$ cat src/logic/fileop_pkg.sv
// package: opcodes, field layout and widths of the file-register unary unit
package fileop_pkg;
  localparam int DATA_W     = 8;
  localparam int FADDR_W    = 7;
  localparam int PC_W       = 13;
  localparam int LIT_W      = 11;
  localparam int OPC_W      = 3;
  localparam int PAGE_LO    = 3;
  localparam int PAGE_HI    = 4;
  localparam int JUMP_CYCLES = 2;
  localparam int SKIP_CYCLES = 2;
  localparam logic [7:0]  ZERO_BYTE = 8'h00;
  localparam logic [7:0]  ONE_BYTE  = 8'h01;
  localparam logic [12:0] PC_RESET  = 13'h0000;
  localparam logic [7:0]  W_RESET   = 8'h00;
  typedef enum logic [2:0] {
    no_operation           = 3'h0,
    complement_file_op     = 3'h1,
    decrement_file_op      = 3'h2,
    increment_file_op      = 3'h3,
    decrement_skip_zero_op = 3'h4,
    increment_skip_zero_op = 3'h5,
    jump_absolute_op       = 3'h6
  } op_t;
  typedef enum logic [1:0] {
    ST_EXEC  = 2'b01,
    ST_FLUSH = 2'b10
  } state_t;
endpackage : fileop_pkg

$ cat src/logic/unary_alu.sv
// combinational unary datapath: complement, decrement, increment
`timescale 1ns/1ps
`default_nettype none
module unary_alu (
  // operation and operand
  input  wire fileop_pkg::op_t                    op,
  input  wire logic [fileop_pkg::DATA_W-1:0]      operand,
  // result
  output logic      [fileop_pkg::DATA_W-1:0]      result,
  output logic                                    is_zero
);
  always_comb begin
    unique case (op)
      fileop_pkg::complement_file_op:     result = ~operand;
      fileop_pkg::decrement_file_op,
      fileop_pkg::decrement_skip_zero_op: result = operand - fileop_pkg::ONE_BYTE;
      fileop_pkg::increment_file_op,
      fileop_pkg::increment_skip_zero_op: result = operand + fileop_pkg::ONE_BYTE;
      default:                            result = operand;
    endcase
    is_zero = (result == fileop_pkg::ZERO_BYTE);
  end
endmodule : unary_alu
`default_nettype wire

$ cat src/logic/file_unary_core.sv
// execution unit for file-register unary ops, skips and absolute jump
`timescale 1ns/1ps
`default_nettype none
module file_unary_core (
  // clock and control
  input  wire logic                                 clk,
  input  wire logic                                 rst,
  input  wire logic                                 ce,
  // instruction issue
  input  wire logic                                 issue_valid,
  input  wire fileop_pkg::op_t                      issue_op,
  input  wire logic                                 dest_file,
  input  wire logic [fileop_pkg::FADDR_W-1:0]       file_addr,
  input  wire logic [fileop_pkg::LIT_W-1:0]         jump_literal,
  // operands from the core
  input  wire logic [fileop_pkg::DATA_W-1:0]        file_rdata,
  input  wire logic [fileop_pkg::DATA_W-1:0]        program_page_latch,
  // results
  output logic                                      ready,
  output logic      [fileop_pkg::DATA_W-1:0]        work_reg,
  output logic                                      zero_flag,
  output logic                                      file_we,
  output logic      [fileop_pkg::FADDR_W-1:0]       file_waddr,
  output logic      [fileop_pkg::DATA_W-1:0]        file_wdata,
  output logic      [fileop_pkg::PC_W-1:0]          pc,
  output logic                                      flush
);
  // control group
  fileop_pkg::state_t                 state_r, state_nxt;
  logic                               rdy_r, rdy_nxt;
  logic                               fl_r, fl_nxt;
  // working register and flag groups
  logic [fileop_pkg::DATA_W-1:0]      w_r, w_nxt;
  logic                               z_r, z_nxt;
  // file write group
  logic                               we_r, we_nxt;
  logic [fileop_pkg::FADDR_W-1:0]     wa_r, wa_nxt;
  logic [fileop_pkg::DATA_W-1:0]      fwd_r, fwd_nxt;
  // program counter group
  logic [fileop_pkg::PC_W-1:0]        pc_r, pc_nxt;
  logic [fileop_pkg::PC_W-1:0]        jump_target;
  // datapath and decode
  logic [fileop_pkg::DATA_W-1:0]      alu_res;
  logic                               alu_zero;
  logic                               take;
  logic                               is_unary;
  logic                               is_skip;
  logic                               is_jump;
  logic                               sets_zero;
  logic                               skip_hit;
  logic                               redirect;

  // shared datapath; its result is used only when a unary op is taken
  unary_alu u_alu (
    .op      (issue_op),
    .operand (file_rdata),
    .result  (alu_res),
    .is_zero (alu_zero)
  );

  // an issue only counts in an execute cycle; ce gates the registers
  assign take = issue_valid && (state_r == fileop_pkg::ST_EXEC);

  // decode of the taken instruction
  always_comb begin
    is_unary  = 1'b0;
    is_skip   = 1'b0;
    is_jump   = 1'b0;
    sets_zero = 1'b0;
    unique case (issue_op)
      fileop_pkg::no_operation: begin
        is_jump = 1'b0;
      end
      fileop_pkg::complement_file_op,
      fileop_pkg::decrement_file_op,
      fileop_pkg::increment_file_op: begin
        is_unary  = take;
        sets_zero = take;
      end
      fileop_pkg::decrement_skip_zero_op,
      fileop_pkg::increment_skip_zero_op: begin
        is_unary = take;
        is_skip  = take;
      end
      fileop_pkg::jump_absolute_op: begin
        is_jump = take;
      end
      default: ;
    endcase
  end

  // a zero result from a skip op drops the instruction already fetched
  assign skip_hit    = is_skip && alu_zero;
  assign redirect    = is_jump || skip_hit;
  assign jump_target = {program_page_latch[fileop_pkg::PAGE_HI:fileop_pkg::PAGE_LO],
                        jump_literal};

  always_comb begin
    state_nxt = state_r;
    unique case (state_r)
      fileop_pkg::ST_EXEC: begin
        if (redirect) begin
          state_nxt = fileop_pkg::ST_FLUSH;
        end
      end
      fileop_pkg::ST_FLUSH: begin
        state_nxt = fileop_pkg::ST_EXEC;
      end
      default: begin
        state_nxt = fileop_pkg::ST_EXEC;
      end
    endcase
    // ready is registered, so it already shows the coming cycle
    rdy_nxt = (state_nxt == fileop_pkg::ST_EXEC);
    fl_nxt  = redirect;
  end

  always_ff @(posedge clk) begin
    if (rst) begin
      state_r <= fileop_pkg::ST_EXEC;
      rdy_r   <= 1'b1;
      fl_r    <= 1'b0;
    end else if (ce) begin
      state_r <= state_nxt;
      rdy_r   <= rdy_nxt;
      fl_r    <= fl_nxt;
    end
  end

  // working register
  always_comb begin
    w_nxt = w_r;
    if (is_unary && !dest_file) begin
      w_nxt = alu_res;
    end
  end

  always_ff @(posedge clk) begin
    if (rst) begin
      w_r <= fileop_pkg::W_RESET;
    end else if (ce) begin
      w_r <= w_nxt;
    end
  end

  // zero flag; skip ops and jump leave it alone
  always_comb begin
    z_nxt = z_r;
    if (sets_zero) begin
      z_nxt = alu_zero;
    end
  end

  always_ff @(posedge clk) begin
    if (rst) begin
      z_r <= 1'b0;
    end else if (ce) begin
      z_r <= z_nxt;
    end
  end

  // file write port: one-cycle strobe, address and data hold after it
  always_comb begin
    we_nxt  = 1'b0;
    wa_nxt  = wa_r;
    fwd_nxt = fwd_r;
    if (is_unary && dest_file) begin
      we_nxt  = 1'b1;
      wa_nxt  = file_addr;
      fwd_nxt = alu_res;
    end
  end

  always_ff @(posedge clk) begin
    if (rst) begin
      we_r  <= 1'b0;
      wa_r  <= '0;
      fwd_r <= fileop_pkg::ZERO_BYTE;
    end else if (ce) begin
      we_r  <= we_nxt;
      wa_r  <= wa_nxt;
      fwd_r <= fwd_nxt;
    end
  end

  // program counter: jump target, skip over one word, or next word
  always_comb begin
    pc_nxt = pc_r;
    if (is_jump) begin
      pc_nxt = jump_target;
    end else if (skip_hit) begin
      pc_nxt = pc_r + 13'h0002;
    end else if (take) begin
      pc_nxt = pc_r + 13'h0001;
    end
  end

  always_ff @(posedge clk) begin
    if (rst) begin
      pc_r <= fileop_pkg::PC_RESET;
    end else if (ce) begin
      pc_r <= pc_nxt;
    end
  end

  assign ready      = rdy_r;
  assign work_reg   = w_r;
  assign zero_flag  = z_r;
  assign file_we    = we_r;
  assign file_waddr = wa_r;
  assign file_wdata = fwd_r;
  assign pc         = pc_r;
  assign flush      = fl_r;
endmodule : file_unary_core
`default_nettype wire

$ cat config.mk
export PLATFORM = sky130hd
export DESIGN_NAME = file_unary_core
export DESIGN_NICKNAME = d
export VERILOG_FILES = /design/src/logic/fileop_pkg.sv /design/src/logic/unary_alu.sv /design/src/logic/file_unary_core.sv
export SDC_FILE = /design/constraint.sdc
export NUM_CORES = 1
export LEC_CHECK = 0
export BUFFER_PORTS_ARGS = -buffer_cell sky130_fd_sc_hd__buf_4
export CORE_ASPECT_RATIO = 0.9
export CORE_UTILIZATION = 45
export DETAILED_ROUTE_END_ITERATION = 8
export GPL_TIMING_DRIVEN = 0
export PLACE_DENSITY = 0.81
export SLEW_MARGIN = 30
export SYNTH_ARGS = -nofsm -noshare
export SYNTH_HDL_FRONTEND = slang
export SYNTH_HIERARCHICAL = 1
export SYNTH_SLANG_ARGS = --single-unit
$ cat constraint.sdc
create_clock -name clk -period 4.7 [get_ports clk]
set_clock_uncertainty 0.05 [all_clocks]
set_input_delay 0.94 -clock clk [delete_from_list [all_inputs] [get_ports clk]]
set_output_delay 0.94 -clock clk [all_outputs]
set_load 0.01 [all_outputs]
==> flow_summary.ini, run 1 <==
[finish]
drive_gt1_frac = 0.294
nets = 461
fin_area_um2 = 3560
syn_to_final_growth_pct = 31.4
antennaDiodeCount = 0
fin_cells = 485
largest_reg_flops = 13

[global_routing]
grt-ovfl-total = 0
grt_util_all_layers = 0.246
use_met1 = 0.311
grt.busiest_layer = met2
grt_max_degree = 14
use_met2 = 0.415
grt_pass1_wl_um = 12400
grt.met3_usage = 0.0693
grt_pass1_vias = 2605
antenna_found_initial = 0

[drt]
vias = 2907
drtPass1Iterations = 6
drt_first_iter_violations = 185
wirelength_um = 7740
ant_nets = 0
wl_per_cell_um = 16.0
via_per_inst = 5.99
drc = 4

[yosys]
synth-seq-cells = 42
synth-seq-area-share = 0.310
synth-edff-count = 0
yosysWarnings = 6
synth_cells = 328
avgSynthCellArea_um2 = 8.27
synthFlopType = dfxtp_1
syn-cell-area_um2 = 2710
yosysTopAreaCellShare = 0.310
yosysTopAreaCell = dfxtp_1
synthArstFlopShare = 0
ys_types = 63
synth_area_leaders = dfxtp_1 31%, mux2i_1 9.2%, nor2_1 5.3%
synth_nets = 375

[power_and_ir_drop]
p_clk_frac = 0.335
powerDensity_nw_per_um2 = 245
pwr-share-comb = 0.231
total_leakage_power_nw = 1.51
ir_drop_mv = 0.227
seq_power_share = 0.433
p_switching_w = 0.000255
p_int_w = 0.000619
swShare = 0.292

[floorplan]
coreArea_um2 = 5760
die_w_um = 83.8
start_util = 0.471
ios = 82
dieArea_um2 = 6340
num_rows = 26
die_h_um = 75.7

[placement]
dp_cells = 470
place_area_um2 = 3340
gp_congestion = 0.905
place_hpwl_um = 5600
io_buffers = 72

[status]
outcome = finished with violations
violations = DRC

[clock_network]
clk_pin_slew_ns = 0.09
cts-root-to-sink-buffers = 2
cts_tree = built
clock_sinks = 42
clk_latency_ns = 0.31
postCtsHoldBufs = 0
htree_levels = 2
cts-buffers-inserted = 5
clock_tree.root_cell = clkbuf_8

[worst_setup_path]
critPathLaunchType = input port
crit_top_cell = buf_4
r2r_end = pc[11]
required_ns = 4.89
rrSetupSlack_ns = 2.76
reg2reg_depth = 4
crit_arrival_ns = 4.72
worst-setup-path-type = in2reg
path_cells = buf_4 > buf_8 > xor2_4 > nand2_2 > xor2_1 > ha_2 > inv_1 > maj3_1 > o21ai_2 > xor2_2 > nor2_1 > or4b_4 > a211oi_4 > nand3b_4 > or3_1 > buf_4 > a311o_1 > a211oi_2
crit_fanout = 10
slowest_stage = or4b_4
r2r_start = pc[4]
slowest_delay_ns = 0.48
endpoint_kind = flop

[job]
cap_violations = 0

[min_path]
hold_class = reg2reg
holdCritStartpoint = flush
whs_path_depth = 1
min_to = flush

[timing]
fmax_ghz = 0.220
period_share = 0.965
tightest_slew_ns = 0.617
period_needed_ns = 4.54
slew-limit-headroom = 0.578
hold_viol = 0
drv_slew = 0
setup_viol = 0
[cells in the mapped netlist (all sizes together), types with 3 or more instances]
library cell / number
nor2b: 3
clkbuf: 9
nand2: 19
a21oi: 19
dfxtp: 42
a211oi: 10
o21ai: 20
o211ai: 5
nand4: 7
or3: 5
o21a: 5
inv: 11
nor4: 5
buf: 15
nor2: 39
nand3: 8
xor2: 8
a311oi: 3
and3: 3
nor3: 10
ha: 5
xnor2: 4
nand2b: 4
mux2i: 25
and3b: 3
nand4b: 3
nand3b: 4
or4: 3
[kinds of logic (layout without fill, tap and decap cells)]
family	after synthesis	after routing	share of synthesized area
AOI/OAI and AO/OA	84	84	0.211
xor gates and xnor gates	12	12	0.0457
adders and majority gates	7	7	0.0304
buffers and inverters	35	122	0.0581
DFF	42	42	0.310
muxes	26	26	0.0964
and+or+nand+nor	122	122	0.249
[worst max-delay path: cells and delay by family]
| kind | cells | cell delay [ns] |
|---|---|---|
| adder cells (fa/ha/maj) | 2 | 0.60 |
| AND/OR/NAND/NOR | 5 | 1.21 |
| XOR/XNOR | 3 | 0.40 |
| AO/OA/AOI/OAI | 4 | 1.04 |
| buffers and inverters | 4 | 0.50 |
[layer usage]
metal	up-vias	routed length, um	share of wire
li1	1383	-	-
met1	1358	3340	0.43
met2	160	3670	0.47
met3	6	672	0.087
met4	0	48	0.0062
met5	-	0	0
[power groups by stage]
stage / sequential, W / clock [W] / combinational (W)
final: 0.000379 / 0.000293 / 0.000202
after global routing: 0.000380 / 0.000310 / 0.000220
after CTS: 0.000378 / 0.000299 / 0.000188
after detailed placement: 0.000387 / 0 / 0.000184
after global placement: 0.000386 / 0 / 0.000180
after floorplan: 0.000389 / 0 / 0.000112
[cell type report]
type | count | area (um2)
Fill cell | 507 | 2190
Multi-Input combinational cell | 251 | 1770
Sequential cell | 42 | 841
Timing Repair Buffer | 79 | 593
Buffer | 24 | 126
Tap cell | 70 | 87.6
Clock buffer | 6 | 72.6
Inverter | 11 | 41.3
Clock inverter | 2 | 37.5
[worst max path at each step]
stage | from | endpoint | slack (ns) | cells past startpoint
2_1_floorplan | issue_op[2] | pc[8] | 0.05 | 17
3_3_place_gp | issue_op[1] | pc[8] | -0.47 | 18
3_5_place_dp | issue_op[1] | pc[6] | -0.58 | 18
4_1_cts | issue_op[1] | pc[8] | 0.004 | 18
5_1_grt | issue_op[1] | pc[8] | -0.02 | 18
6_report | issue_op[1] | pc[8] | 0.16 | 18
[through the flow]
stage	setup TNS [ns]	hold slack, ns	worst slack (ns)	total power [W]	utilization
floorplan	0	0.418	0.0548	0.000501	-
global placement	-4.24	0.391	-0.472	0.000566	0.580
finish	0	0.407	0.163	0.000874	0.619
global route	-0.0170	0.425	-0.0170	0.000911	0.619
detailed placement	-5.88	0.393	-0.576	0.000570	0.580
CTS	0	0.411	0.00411	0.000865	0.604
[cells in the final DEF (no fill, tap or decap), drive strengths merged, types with 3 or more instances in the layout]
cell type,n
nor3,10
mux2i,25
and3,3
or3,5
o21a,5
dfxtp,42
nand3b,4
clkbuf,15
a21oi,19
nand2,19
a311oi,3
xnor2,4
o21ai,20
buf,94
ha,5
nor2,39
nor2b,3
nand3,8
o211ai,5
and3b,3
nand2b,4
nand4b,3
a211oi,10
xor2,8
nor4,5
inv,11
nand4,7
or4,3
[what timing repair did]
item | 4_1_cts | 5_1_grt
endpoints found under the setup margin | 10 | 15
pin swaps | 1 | 5
setup buffers | 1 | 6
resized for setup | 5 | 9
(Power assumes the default switching activity.)
==> inputs of run 2 (changes only) <==
--- a/config.mk
+++ b/config.mk
@@ -7,6 +7,7 @@
 export LEC_CHECK = 0
 export BUFFER_PORTS_ARGS = -buffer_cell sky130_fd_sc_hd__buf_4
 export CORE_ASPECT_RATIO = 0.9
+export CORE_MARGIN = 4
 export CORE_UTILIZATION = 45
 export DETAILED_ROUTE_END_ITERATION = 8
 export GPL_TIMING_DRIVEN = 0
==> run 2 against run 1 <==
The flow now finishes without violations. Wire length is 3.1% higher. Clock-buffer cell count is 1 lower. Power is 5.0% lower. Highest routed layer unchanged. Maximum frequency is 0.81% higher. Clock power is 15% lower. Largest cell class unchanged.
==> flow_summary.ini, run 2 (synthesized netlist as in run 1, its figures left out) <==
[timing]
drv_slew = 0
period_share = 0.958
hold_viol = 0
rsz0062_at_grt = false
slew-limit-headroom = 0.515
tightest_slew_ns = 0.709
period_needed_ns = 4.50
setup_viol = 0
fmax_ghz = 0.222

[drt]
drtPass1Iterations = 5
via_per_inst = 5.99
wl_per_cell_um = 16.5
drt_first_iter_violations = 168
vias = 2893
wirelength_um = 7980
ant_nets = 0
drc = 0

[power_and_ir_drop]
total_leakage_power_nw = 1.51
powerDensity_nw_per_um2 = 233
ir_drop_mv = 0.156
finalPower_w = 0.000830

[floorplan]
dieArea_um2 = 7340
coreArea_um2 = 5760
num_rows = 26
start_util = 0.471
die_h_um = 81.7
ios = 82
die_w_um = 89.8

[worst_setup_path]
rrSetupSlack_ns = 2.74
endpoint_kind = flop
critPathLaunchType = input port
required_ns = 4.87
crit_fanout = 10
worst-setup-path-type = in2reg
crit_arrival_ns = 4.67

[finish]
syn_to_final_growth_pct = 31.2
nets = 459
largest_reg_flops = 13
antennaDiodeCount = 0
mostFrequentLayoutCells = 79 x buf_4, 42 x dfxtp_1, 38 x nor2_1
final_util = 0.618
layout_commonest_cell = buf_4
nFillCells = 516
drive_gt1_frac = 0.300

[job]
cap_violations = 0

[placement]
io_buffers = 72
place_hpwl_um = 5930
gp_congestion = 0.903

[status]
outcome = complete, no violations

[global_routing]
grt_util_all_layers = 0.209
grt_max_degree = 16
grt_pass1_vias = 2670
antenna_found_initial = 0
grt_pass1_wl_um = 12800
grt-ovfl-total = 0

[clock_network]
cts-root-to-sink-buffers = 2
htree_levels = 2
clk_pin_slew_ns = 0.09
clk_latency_ns = 0.29
clock_tree.root_cell = clkbuf_8
cts-buffers-inserted = 5
cts_tree = built
clock_sinks = 42

[min_path]
hold_class = reg2reg
[run 2: metrics by stage]
stage	instances	hold WS, ns	area [um2]	setup slack [ns]	setup TNS (ns)
after floorplan	328	0.418	2710	0.0548	0
after global placement	470	0.392	3340	-0.509	-4.80
after detailed placement	470	0.401	3340	-0.565	-6.17
after CTS	479	0.420	3460	0.0219	0
after global routing	483	0.455	3560	0.0133	0
final	483	0.414	3560	0.200	0
[run 2: what timing repair did]
item                                    CTS  global route
hold buffers                              0             0
setup buffers                             1             4
endpoints found under the setup margin   15            15
pin swaps                                 2             8
resized for setup                         3            17
[run 2: power breakdown]
group	leakage (nW)	switching (W)	internal, W
registers	0.341	0.0000122	0.000367
clock network	0.0447	0.000140	0.000107
logic	1.12	0.000111	0.0000926
[run 2: cell type report]
cell class                 instances  area (um2)  area share
tap                               70        87.6      0.0246
buffer                            24         126      0.0355
inverter                          11        41.3      0.0116
clock inverter                     3        25.0     0.00703
multi-input combinational        251        1790       0.502
clock buffer                       5        68.8      0.0193
sequential                        42         841       0.236
timing repair buffer              77         582       0.163
[run 2: worst max-delay path, stage by stage]
cell      delay, ns
buf_6          0.11
buf_8          0.12
xor2_4         0.19
nand2_4        0.10
xor2_2         0.13
ha_2           0.25
inv_1          0.06
maj3_1         0.36
o21ai_2        0.18
xor2_2         0.11
nor2_1         0.10
or4b_4         0.48
a211oi_4       0.32
nand3b_4       0.15
or3_1          0.36
buf_4          0.17
a311o_1        0.32
a211oi_2       0.20
[run 2: per-layer routing]
layer,vias up,wire (um),track usage
li1,1384,-,-
met1,1363,3480,0.266
met2,127,3610,0.342
met4,0,169,0.0597
met3,19,727,0.0678
met5,-,0,0
[run 2: path summary, 6_finish.rpt]
check | from | endpoint | depth (start not counted)
min | flush | flush | 1
max reg2reg | pc[4] | pc[11] | 4
max | issue_op[1] | pc[8] | 18
min reg2reg | flush | flush | 1
